**config.mk**
```make
export PLATFORM = sky130hd
export DESIGN_NAME = gsr_top
export DESIGN_NICKNAME = d
export VERILOG_FILES = /design/src/gsr_top.v /design/src/gsr_seg_reg.v /design/src/gsr_event_block.v
export VERILOG_INCLUDE_DIRS = /design/src
export SDC_FILE = /design/constraint.sdc
export NUM_CORES = 2
export LEC_CHECK = 0
export BUFFER_PORTS_ARGS = -buffer_cell sky130_fd_sc_hd__buf_2
export CAP_MARGIN = 20
export CORE_MARGIN = 8
export CORE_UTILIZATION = 50
export DETAILED_ROUTE_END_ITERATION = 8
export MAX_ROUTING_LAYER = met4
export PLACE_DENSITY = 0.66
export SYNTH_ARGS = -nofsm -noshare
export SYNTH_HDL_FRONTEND = slang
export SYNTH_SLANG_ARGS = --single-unit
export TNS_END_PERCENT = 20
```
**constraint.sdc**
```tcl
create_clock -name ref_clk_i -period 5.95 [get_ports ref_clk_i]
set_input_delay 0.2975 -clock ref_clk_i [delete_from_list [all_inputs] [get_ports ref_clk_i]]
set_output_delay 0.2975 -clock ref_clk_i [all_outputs]
set_load 0.02 [all_outputs]
```
**src/gsr_map.vh**
```
`ifndef GSR_MAP_VH
`define GSR_MAP_VH

// Field index space of the transition port
`define GSR_F_CTL0       6'h00
`define GSR_F_CTL3       6'h01
`define GSR_F_CTL4       6'h02
`define GSR_F_BRK_CTL    6'h03
`define GSR_F_STACK_PTR  6'h04
`define GSR_F_INSTR_PTR  6'h05
`define GSR_F_FLAGS      6'h06
`define GSR_F_SEG_FIRST  6'h10
`define GSR_F_SEG_LAST   6'h2f
`define GSR_F_GTAB_BASE  6'h30
`define GSR_F_GTAB_LIM   6'h31
`define GSR_F_ITAB_BASE  6'h32
`define GSR_F_ITAB_LIM   6'h33
`define GSR_F_DBG_MSR    6'h34
`define GSR_F_SC_CS      6'h35
`define GSR_F_SC_SP      6'h36
`define GSR_F_SC_IP      6'h37
`define GSR_F_MGMT_BASE  6'h38
`define GSR_F_ACTIVITY   6'h39
`define GSR_F_BLOCKING   6'h3a

// Segment field kinds (low two index bits) and segment numbers
`define GSR_K_SEL        2'h0
`define GSR_K_BASE       2'h1
`define GSR_K_LIMIT      2'h2
`define GSR_K_AR         2'h3
`define GSR_SEG_CS       3'h0
`define GSR_SEG_SS       3'h1

// Access-rights layout
`define GSR_AR_PRIV_LO   5
`define GSR_AR_LONG      13
`define GSR_AR_UNUSABLE  16
`define GSR_AR_WMASK     32'h0001_f0ff
`define GSR_AR_RST       32'h0001_0000

// Descriptor bit positions (64-bit descriptor)
`define GSR_D_GRAN       55

// Activity codes
`define GSR_ACT_ACTIVE   32'h0000_0000
`define GSR_ACT_HALT     32'h0000_0001
`define GSR_ACT_SHUTDOWN 32'h0000_0002
`define GSR_ACT_WAIT_SU  32'h0000_0003

// Event-blocking bit positions
`define GSR_BLK_INT_EN   0
`define GSR_BLK_MOVSS    1
`define GSR_BLK_SMI      2
`define GSR_BLK_NMI      3

// Reset values
`define GSR_FIELD_RST    64'h0000_0000_0000_0000
`define GSR_BLK_RST      32'h0000_0000
`define GSR_SEL_RST      16'h0000

`endif

```
**src/gsr_top.v**
```verilog
// How it works
// - Three control-register fields are 64 bits, or 32 without long mode.
// - Breakpoint-control field is 64 bits, or 32 without long mode.
// - Stack pointer, instruction pointer and flags are 64 or 32 bits.
// - Eight segments each keep selector, base, limit and access rights.
// - Every segment base is 64 bits wide with long mode.
// - Segment limits are 32-bit byte counts regardless of granularity.
// - Access rights low 16 bits come from descriptor bits 55:40; 11:8 reserved.
// - Access-rights bit 16 marks unusable; use faults unless in 64-bit mode.
// - Access-rights bits 31:17 are reserved.
// - Type 3:0, kind 4, privilege 6:5, present 7, available 12.
// - Bit 13 is the 64-bit code flag for code segment only.
// - Bit 14 is default operand size, bit 15 is granularity.
// - Stack-segment privilege field is loaded from current privilege at every clock edge out of reset.
// - Table registers keep a base and a 32-bit limit.
// - Debug MSR 64 bits, syscall segment 32, syscall pointers 64 or 32.
// - A 32-bit management memory base field is kept.
// - Activity codes: 0 active, 1 halted, 2 shutdown, 3 startup wait.
// - Triple fault or serious error enters shutdown.
// - Monitor-wait sleep never shows in the activity field.
// - Interrupt-enable with flag clear sets blocking bit 0 for one instruction.
// - Entry is refused when blocking bits 31:4 are non-zero.
// - Blocking bit 3 set after NMI or SMI delivery until interrupt return.
`include "gsr_map.vh"

module gsr_top #(
   parameter LONG_CAP = 1
) (
   input  wire        ref_clk_i,      // Core clock
   input  wire        rst_n_i,        // Sync reset, active low
   input  wire        fld_wr_i,       // Field write strobe
   input  wire        fld_rd_i,       // Field read strobe
   input  wire [5:0]  fld_idx_i,      // Field index
   input  wire [63:0] fld_wdata_i,    // Field write data
   output reg  [63:0] fld_rdata_o,    // Field read data
   output reg         fld_rvalid_o,   // Read data valid pulse
   output reg         fld_bad_o,      // Unmapped index pulse
   input  wire        seg_load_i,     // Segment load from descriptor
   input  wire [2:0]  seg_load_idx_i, // Segment being loaded
   input  wire [15:0] seg_load_sel_i, // Selector loaded
   input  wire [63:0] seg_load_desc_i,// Descriptor loaded
   input  wire        seg_load_null_i,// Null selector load
   input  wire [1:0]  cur_priv_i,     // Current privilege level
   input  wire        seg_use_i,      // Segment is being used
   input  wire [2:0]  seg_use_idx_i,  // Segment used
   input  wire        long_mode_i,    // Guest runs in 64-bit mode
   output reg         seg_fault_o,    // Use of unusable segment
   input  wire        int_enable_exec_i, // Interrupt-enable instruction ran
   input  wire        if_flag_i,      // Interrupt flag before it
   input  wire        mov_ss_exec_i,  // Stack-segment load ran
   input  wire        instr_done_i,   // Instruction completed
   input  wire        nmi_deliver_i,  // NMI delivered
   input  wire        smi_deliver_i,  // Management interrupt delivered
   input  wire        iret_exec_i,    // Interrupt return ran
   input  wire        rsm_exec_i,     // Management mode left
   input  wire        halt_exec_i,    // Halt instruction ran
   input  wire        triple_fault_i, // Triple fault
   input  wire        serious_err_i,  // Other serious error
   input  wire        wait_startup_i, // Enter startup-IPI wait
   input  wire        startup_ipi_i,  // Startup IPI arrived
   input  wire        wake_i,         // Wake from halt
   input  wire        monitor_wait_i, // Monitor-wait instruction ran
   input  wire        entry_req_i,    // Guest entry requested
   output reg         entry_ok_o,     // Entry accepted pulse
   output reg         entry_fail_o,   // Entry refused pulse
   output reg  [1:0]  activity_o      // Activity code
);

   localparam [63:0] ALL64 = 64'hffff_ffff_ffff_ffff;
   localparam [63:0] LOW32 = 64'h0000_0000_ffff_ffff;
   localparam [63:0] NAT   = LONG_CAP ? ALL64 : LOW32;

   reg  [63:0] plain_q [0:15];
   wire [15:0] seg_sel   [0:7];
   wire [63:0] seg_base  [0:7];
   wire [31:0] seg_limit [0:7];
   wire [31:0] seg_ar    [0:7];
   wire [31:0] blk_w;
   wire [31:0] act_w;
   integer     i;

   // Plain fields share one array; slot 0..6 core registers, 7..15 tables/MSRs
   function [4:0] slot_of;
      input [5:0] idx;
      begin
         if (idx <= `GSR_F_FLAGS) begin
            slot_of = {1'b1, idx[3:0]};
         end else if (idx >= `GSR_F_GTAB_BASE && idx <= `GSR_F_MGMT_BASE) begin
            slot_of = {1'b1, idx[3:0] + 4'h7};
         end else begin
            slot_of = 5'h00;
         end
      end
   endfunction

   function [63:0] mask_of;
      input [5:0] idx;
      begin
         case (idx)
            `GSR_F_DBG_MSR:   mask_of = ALL64;
            `GSR_F_GTAB_LIM,
            `GSR_F_ITAB_LIM:  mask_of = LOW32;
            `GSR_F_SC_CS:     mask_of = LOW32;
            `GSR_F_MGMT_BASE: mask_of = LOW32;
            default:          mask_of = NAT;
         endcase
      end
   endfunction

   wire [4:0] wr_slot  = slot_of(fld_idx_i);
   wire       seg_hit  = fld_idx_i >= `GSR_F_SEG_FIRST && fld_idx_i <= `GSR_F_SEG_LAST;
   wire [5:0] seg_off  = fld_idx_i - `GSR_F_SEG_FIRST;
   wire [2:0] seg_num  = seg_off[4:2];
   wire [1:0] seg_kind = seg_off[1:0];

   always @(posedge ref_clk_i) begin
      if (!rst_n_i) begin
         for (i = 0; i < 16; i = i + 1) begin
            plain_q[i] <= `GSR_FIELD_RST;
         end
      end else if (fld_wr_i && wr_slot[4]) begin
         plain_q[wr_slot[3:0]] <= fld_wdata_i & mask_of(fld_idx_i);
      end
   end

   genvar g;
   generate
      for (g = 0; g < 8; g = g + 1) begin : gen_seg
         gsr_seg_reg #(
            .IS_CS    (g == `GSR_SEG_CS),
            .IS_SS    (g == `GSR_SEG_SS),
            .LONG_CAP (LONG_CAP)
         ) u_seg (
            .ref_clk_i   (ref_clk_i),
            .rst_n_i     (rst_n_i),
            .wr_i        (fld_wr_i && seg_hit && seg_num == g),
            .wr_kind_i   (seg_kind),
            .wr_data_i   (fld_wdata_i),
            .load_i      (seg_load_i && seg_load_idx_i == g),
            .load_sel_i  (seg_load_sel_i),
            .load_desc_i (seg_load_desc_i),
            .load_null_i (seg_load_null_i),
            .cur_priv_i  (cur_priv_i),
            .sel_q       (seg_sel[g]),
            .base_q      (seg_base[g]),
            .limit_q     (seg_limit[g]),
            .ar_q        (seg_ar[g])
         );
      end
   endgenerate

   gsr_event_block u_blk (
      .ref_clk_i      (ref_clk_i),
      .rst_n_i        (rst_n_i),
      .wr_blk_i       (fld_wr_i && fld_idx_i == `GSR_F_BLOCKING),
      .wr_act_i       (fld_wr_i && fld_idx_i == `GSR_F_ACTIVITY),
      .wr_data_i      (fld_wdata_i[31:0]),
      .int_enable_exec_i (int_enable_exec_i),
      .if_flag_i      (if_flag_i),
      .mov_ss_exec_i  (mov_ss_exec_i),
      .instr_done_i   (instr_done_i),
      .nmi_deliver_i  (nmi_deliver_i),
      .smi_deliver_i  (smi_deliver_i),
      .iret_exec_i    (iret_exec_i),
      .rsm_exec_i     (rsm_exec_i),
      .halt_exec_i    (halt_exec_i),
      .triple_fault_i (triple_fault_i),
      .serious_err_i  (serious_err_i),
      .wait_startup_i (wait_startup_i),
      .startup_ipi_i  (startup_ipi_i),
      .wake_i         (wake_i),
      .monitor_wait_i (monitor_wait_i),
      .blk_q          (blk_w),
      .act_q          (act_w)
   );

   // Read mux; a read in the write cycle sees the old value
   reg [63:0] rd_d;
   reg        bad_d;

   always @* begin
      rd_d  = 64'h0000_0000_0000_0000;
      bad_d = 1'b0;
      if (wr_slot[4]) begin
         rd_d = plain_q[wr_slot[3:0]];
      end else if (seg_hit) begin
         case (seg_kind)
            `GSR_K_SEL:   rd_d = {48'h0, seg_sel[seg_num]};
            `GSR_K_BASE:  rd_d = seg_base[seg_num];
            `GSR_K_LIMIT: rd_d = {32'h0, seg_limit[seg_num]};
            default:      rd_d = {32'h0, seg_ar[seg_num]};
         endcase
      end else if (fld_idx_i == `GSR_F_ACTIVITY) begin
         rd_d = {32'h0, act_w};
      end else if (fld_idx_i == `GSR_F_BLOCKING) begin
         rd_d = {32'h0, blk_w};
      end else begin
         bad_d = 1'b1;
      end
   end

   wire blk_reserved = |blk_w[31:4];

   always @(posedge ref_clk_i) begin
      if (!rst_n_i) begin
         fld_rdata_o  <= 64'h0000_0000_0000_0000;
         fld_rvalid_o <= 1'b0;
         fld_bad_o    <= 1'b0;
         seg_fault_o  <= 1'b0;
         entry_ok_o   <= 1'b0;
         entry_fail_o <= 1'b0;
         activity_o   <= 2'h0;
      end else begin
         fld_rvalid_o <= fld_rd_i;
         fld_bad_o    <= (fld_rd_i || fld_wr_i) && bad_d;
         if (fld_rd_i) begin
            fld_rdata_o <= rd_d;
         end
         seg_fault_o  <= seg_use_i && seg_ar[seg_use_idx_i][`GSR_AR_UNUSABLE]
                         && !long_mode_i;
         entry_fail_o <= entry_req_i && blk_reserved;
         entry_ok_o   <= entry_req_i && !blk_reserved;
         activity_o   <= act_w[1:0];
      end
   end

endmodule // gsr_top

```
**src/gsr_seg_reg.v**
```verilog
`include "gsr_map.vh"

module gsr_seg_reg #(
   parameter IS_CS    = 0,
   parameter IS_SS    = 0,
   parameter LONG_CAP = 1
) (
   input  wire        ref_clk_i,    // Core clock
   input  wire        rst_n_i,      // Sync reset, active low
   input  wire        wr_i,         // Field write for this segment
   input  wire [1:0]  wr_kind_i,    // Which of the four fields
   input  wire [63:0] wr_data_i,    // Write data
   input  wire        load_i,       // Segment load from a descriptor
   input  wire [15:0] load_sel_i,   // Selector being loaded
   input  wire [63:0] load_desc_i,  // Whole descriptor
   input  wire        load_null_i,  // Null selector loaded
   input  wire [1:0]  cur_priv_i,   // Current privilege level
   output reg  [15:0] sel_q,        // Selector
   output reg  [63:0] base_q,       // Base
   output reg  [31:0] limit_q,      // Limit in bytes
   output reg  [31:0] ar_q          // Access rights
);

   localparam [31:0] AR_MASK   = IS_CS ? `GSR_AR_WMASK :
                                 (`GSR_AR_WMASK & ~(32'h1 << `GSR_AR_LONG));
   localparam [63:0] BASE_MASK = LONG_CAP ? 64'hffff_ffff_ffff_ffff :
                                            64'h0000_0000_ffff_ffff;

   wire [19:0] lim20   = {load_desc_i[51:48], load_desc_i[15:0]};
   wire [31:0] lim_dsc = load_desc_i[`GSR_D_GRAN] ? {lim20, 12'hfff} : {12'h000, lim20};
   wire [31:0] ar_dsc  = {15'h0000, load_null_i, load_desc_i[55:40]} & AR_MASK;
   wire [63:0] base_ds = {32'h0000_0000, load_desc_i[63:56], load_desc_i[39:16]};

   reg  [31:0] ar_d;

   always @* begin
      ar_d = ar_q;
      if (load_i) begin
         ar_d = ar_dsc;
      end else if (wr_i && wr_kind_i == `GSR_K_AR) begin
         ar_d = wr_data_i[31:0] & AR_MASK;
      end
      if (IS_SS) begin
         ar_d[`GSR_AR_PRIV_LO+1:`GSR_AR_PRIV_LO] = cur_priv_i;
      end
   end

   always @(posedge ref_clk_i) begin
      if (!rst_n_i) begin
         sel_q   <= `GSR_SEL_RST;
         base_q  <= `GSR_FIELD_RST;
         limit_q <= 32'h0000_0000;
         ar_q    <= `GSR_AR_RST;
      end else begin
         ar_q <= ar_d;
         if (load_i) begin
            sel_q <= load_sel_i;
            // A null load keeps the stale cache; only the unusable flag matters
            if (!load_null_i) begin
               base_q  <= base_ds;
               limit_q <= lim_dsc;
            end
         end else if (wr_i) begin
            case (wr_kind_i)
               `GSR_K_SEL:   sel_q   <= wr_data_i[15:0];
               `GSR_K_BASE:  base_q  <= wr_data_i & BASE_MASK;
               `GSR_K_LIMIT: limit_q <= wr_data_i[31:0];
               default:      sel_q   <= sel_q;
            endcase
         end
      end
   end

endmodule // gsr_seg_reg

```
**src/gsr_event_block.v**
```verilog
`include "gsr_map.vh"

module gsr_event_block (
   input  wire        ref_clk_i,     // Core clock
   input  wire        rst_n_i,       // Sync reset, active low
   input  wire        wr_blk_i,      // Software write of blocking field
   input  wire        wr_act_i,      // Software write of activity field
   input  wire [31:0] wr_data_i,     // Write data
   input  wire        int_enable_exec_i, // Interrupt-enable instruction ran
   input  wire        if_flag_i,     // Interrupt flag before it ran
   input  wire        mov_ss_exec_i, // Stack-segment load ran
   input  wire        instr_done_i,  // Next instruction completed
   input  wire        nmi_deliver_i, // NMI delivered
   input  wire        smi_deliver_i, // Management interrupt delivered
   input  wire        iret_exec_i,   // Interrupt return ran
   input  wire        rsm_exec_i,    // Leave management mode
   input  wire        halt_exec_i,   // Halt instruction ran
   input  wire        triple_fault_i,// Fault while delivering double fault
   input  wire        serious_err_i, // Other fatal error
   input  wire        wait_startup_i, // Enter wait for startup IPI
   input  wire        startup_ipi_i, // Startup IPI arrived
   input  wire        wake_i,        // Wake event for halted state
   input  wire        monitor_wait_i,// Monitor-wait instruction ran
   output reg  [31:0] blk_q,         // Event-blocking state
   output reg  [31:0] act_q          // Activity state
);

   reg [31:0] blk_d;
   reg [31:0] act_d;

   always @* begin
      blk_d = blk_q;
      if (wr_blk_i) begin
         blk_d = wr_data_i;
      end
      // Clears first so that a coinciding set survives
      if (instr_done_i) begin
         blk_d[`GSR_BLK_INT_EN] = 1'b0;
         blk_d[`GSR_BLK_MOVSS] = 1'b0;
      end
      if (iret_exec_i) begin
         blk_d[`GSR_BLK_NMI] = 1'b0;
      end
      if (rsm_exec_i) begin
         blk_d[`GSR_BLK_SMI] = 1'b0;
      end
      if (int_enable_exec_i && !if_flag_i) begin
         blk_d[`GSR_BLK_INT_EN] = 1'b1;
      end
      if (mov_ss_exec_i) begin
         blk_d[`GSR_BLK_MOVSS] = 1'b1;
      end
      if (smi_deliver_i) begin
         blk_d[`GSR_BLK_SMI] = 1'b1;
      end
      if (nmi_deliver_i || smi_deliver_i) begin
         blk_d[`GSR_BLK_NMI] = 1'b1;
      end
   end

   always @* begin
      act_d = act_q;
      if (wr_act_i) begin
         act_d = wr_data_i;
      end
      // Monitor-wait sleep is invisible here, so monitor_wait_i has no effect
      if (monitor_wait_i) begin
         act_d = act_d;
      end
      if (triple_fault_i || serious_err_i) begin
         act_d = `GSR_ACT_SHUTDOWN;
      end else if (wait_startup_i) begin
         act_d = `GSR_ACT_WAIT_SU;
      end else if (halt_exec_i) begin
         act_d = `GSR_ACT_HALT;
      end else if (startup_ipi_i && act_q == `GSR_ACT_WAIT_SU) begin
         act_d = `GSR_ACT_ACTIVE;
      end else if (wake_i && act_q == `GSR_ACT_HALT) begin
         act_d = `GSR_ACT_ACTIVE;
      end
   end

   always @(posedge ref_clk_i) begin
      if (!rst_n_i) begin
         blk_q <= `GSR_BLK_RST;
         act_q <= `GSR_ACT_ACTIVE;
      end else begin
         blk_q <= blk_d;
         act_q <= act_d;
      end
   end

endmodule // gsr_event_block

```
==> results.py <==
metrics = {
    "layout": {
        "fin_cells": 12900,
        "area_growth_pct": 11.5,
        "fin_area_mm2": 0.114,
        "final_nets": 10200,
        "drive_gt1_frac": 0.116,
    },
    "clock_tree": {
        "cts_hold_buf": 136,
        "cts_max_level": 4,
        "insertion_delay_ns": 0.90,
        "cts_tree": "yes",
        "cts-root-buf": "clkbuf_16",
        "clock_sinks": 2152,
        "clkTransAtPathRegs_ns": 0.07,
        "cts_setup_buffers": 0,
        "clockBufferDepth": 3,
        "postCtsResizedCells": 0,
        "cts_made_buffers": 219,
    },
    "global_routing": {
        "grt_pass1_wl_um": 541000,
        "grt_start_max_net_pins": 272,
        "antenna_found_initial": 52,
        "grtUsageTotal": 0.335,
        "overflow": 0,
        "grt_pass1_vias": 82000,
    },
    "synthesis": {
        "ys_seq_elements": 2152,
        "syn-num-nets": 10500,
        "synthDistinctLibCells": 74,
        "synth_area_mm2": 0.103,
        "synthCells": 10300,
        "ys_seq_area_frac": 0.520,
        "synth.yosys.warnings": 0,
        "synth-edff-count": 1024,
        "synthFlopType": "dfxtp_1",
        "avgSynthCellArea_um2": 9.94,
        "async_reset_ff_frac": 0,
    },
    "setup_path": {
        "required_ns": 6.69,
        "arrival_ns": 5.00,
        "worstPathMaxFanout": 68,
        "critPathKind": "primary input to register",
        "worstSetupStartpointType": "primary input",
        "cp-end-kind": "register",
        "regToRegSetupSlack_ns": 2.85,
    },
    "sta": {
        "hold_viol": 0,
        "maxSlewViolCount": 0,
        "skew_ns": 0.0450,
        "fin_crit_sh": 0.717,
        "min_period_ns": 4.27,
        "rsz0062_at_grt": "false",
        "setup_violations": 0,
        "max_freq_ghz": 0.234,
        "whs_ns": 0.0743,
        "worst_slew_margin_rel": 0.144,
        "fin_tns_setup_ns": 0,
        "worstMarginPinSlew_ns": 1.28,
    },
    "floorplanning": {
        "coreArea_mm2": 0.204,
        "die_area_mm2": 0.220,
        "rows": 166,
        "chipWidth_um": 469,
        "boundaryPins": 253,
        "start_util": 0.502,
        "die_y_um": 469,
    },
    "placement": {
        "dpl-instance-area_mm2": 0.105,
        "routabilityCongestion": 0.909,
        "io_buffers": 251,
        "hpwl_um": 216000,
        "dp_cells": 12300,
    },
    "pwr": {
        "finalPower_mw": 34.2,
        "intPower_mw": 25.3,
        "power.density_mw_per_mm2": 299,
        "seq_power_share": 0.476,
        "ir_drop_mv": 0.301,
        "p_comb_frac": 0.104,
        "swShare": 0.261,
        "power_leakage_nw": 48.3,
        "switchingPower_mw": 8.93,
        "pwr-share-clk": 0.419,
    },
    "detailed_routing": {
        "ant_nets": 0,
        "drt-initial-drc-count": 12100,
        "wire_per_inst_um": 28.8,
        "vias_per_cell": 6.60,
        "drt_first_pass_iters": 8,
        "drt_wl_total_um": 372000,
        "drt_drc_violations_left": 0,
        "vias": 85400,
    },
    "flow_run": {
        "max_cap_violations": 0,
    },
    "hold_path": {
        "hold_class": "primary input to register",
    },
    "run_status": {
        "status": "completed",
    },
}
per-stage QoR:
stage                     setup WS (ns)  utilization
final                              1.68        0.560
after global routing               1.65        0.560
after CTS                          1.92        0.559
after detailed placement           1.01        0.516
after global placement             1.09        0.516
after floorplan                   0.747            -
power by group through the flow:
stage | registers, mW | logic [mW] | clock network (mW)
6_report | 16.3 | 3.57 | 14.4
5_1_grt | 16.4 | 3.73 | 15.0
4_1_cts | 16.3 | 3.47 | 14.4
3_5_place_dp | 16.6 | 3.38 | 0
3_3_place_gp | 16.6 | 3.33 | 0
2_1_floorplan | 16.6 | 2.09 | 0
registers in the layout (all words and copies together), names as in the netlist:
| signal | cells |
|---|---|
| activity_o | 2 |
| entry_fail_o | 1 |
| entry_ok_o | 1 |
| fld_bad_o | 1 |
| fld_rdata_o | 64 |
| fld_rvalid_o | 1 |
| gen_seg.u_seg.ar_q | 97 |
| gen_seg.u_seg.base_q | 512 |
| gen_seg.u_seg.limit_q | 256 |
| gen_seg.u_seg.sel_q | 128 |
| plain_q | 1024 |
| seg_fault_o | 1 |
| u_blk.act_q | 32 |
| u_blk.blk_q | 32 |
worst paths after layout:
check | start | end | depth (start not counted)
max | fld_idx_i[0] | plain_q[7][6] | 13
min | fld_wr_i | fld_bad_o | 3
min reg2reg | gen_seg[7].u_seg.base_q[32] | gen_seg[7].u_seg.base_q[32] | 2
max reg2reg | u_blk.act_q[0] | u_blk.act_q[0] | 8
logic make-up after synthesis:
kind of cell             synth area share
adder cells (fa/ha/maj)          0.000976
AO/OA/AOI/OAI                       0.155
AND/OR/NAND/NOR                     0.185
buffers and inverters              0.0480
multiplexers                       0.0909
flip-flops                          0.520
cell type report:
type	count	area, µm²
Timing Repair Buffer	618	4900
Fill cell	17300	89800
Inverter	10	42.5
Antenna cell	56	140
Clock buffer	329	6410
Multi-Input combinational cell	6990	45100
Clock inverter	85	1070
Tap cell	2688	3360
Sequential cell	2152	53300
routing by layer:
metal / wire, µm / up-vias / share of wire / global-route usage
li1: - / 36800 / - / -
met1: 139000 / 42200 / 0.37 / 0.422
met2: 168000 / 5303 / 0.45 / 0.508
met3: 42900 / 1147 / 0.12 / 0.0751
met4: 22000 / 0 / 0.059 / 0.175
met5: 0 / - / 0 / -
cells in the mapped netlist (9+ instances only):
cell type | instances | area, µm²
a22oi_1 | 167 | 1250
o221ai_1 | 35 | 307
and2_1 | 16 | 100
inv_1 | 9 | 33.8
a211oi_1 | 101 | 758
edfxtp_1 | 1024 | 30700
o21ai_0 | 280 | 1400
a21oi_1 | 356 | 1780
clkbuf_1 | 776 | 2910
nand3_1 | 678 | 3390
a31oi_1 | 78 | 488
a21boi_0 | 244 | 1830
o211a_1 | 567 | 5680
nand2_1 | 2024 | 7600
o211ai_1 | 109 | 818
mux4_2 | 244 | 5500
buf_1 | 117 | 439
nor2_1 | 606 | 2270
nor4_1 | 43 | 269
a32oi_1 | 24 | 210
dfxtp_1 | 1128 | 22600
buf_4 | 63 | 473
clkbuf_2 | 23 | 115
a2111oi_0 | 13 | 114
a221oi_1 | 38 | 333
nor2b_1 | 219 | 1370
nand2b_1 | 11 | 68.8
buf_2 | 172 | 861
o22ai_1 | 82 | 513
and3_1 | 565 | 3530
mux2i_1 | 379 | 3790
nor3_1 | 26 | 130
worst max-delay path, stage by stage:
cell and delay [ns]:
buf_2 0.14, inv_1 0.11, ha_2 0.19, buf_4 0.22
and4b_1 0.25, a211oi_2 0.22, buf_4 0.24, or2_2 0.62
nand2_8 0.42, nor2_4 0.40, buf_4 0.65, buf_4 0.81
and3_1 0.26
placed cells by master, fill, tap and decap left out, types with 11 or more instances in the layout:
cell type	instances
nand2_1	2002
dfxtp_1	1128
edfxtp_1	1024
nand3_1	674
nor2_1	583
o211a_1	567
and3_1	565
mux2i_1	379
a21oi_1	352
o21ai_0	280
buf_2	247
a21boi_0	244
mux4_2	244
clkbuf_16	221
nor2b_1	218
buf_4	191
a22oi_1	167
dlygate4sd3_1	136
o211ai_1	109
a211oi_1	101
a31oi_1	68
o22ai_1	67
clkbuf_1	58
diode_2	56
clkbuf_8	47
nor4_1	43
a221oi_1	38
clkinv_2	38
buf_12	36
o221ai_1	35
a32oi_1	24
nor3_1	22
nor2_4	19
nand2_4	19
bufinv_16	17
o22ai_4	16
and2_1	15
nand2b_1	11
Note: power is estimated with default switching activity, not from simulation.
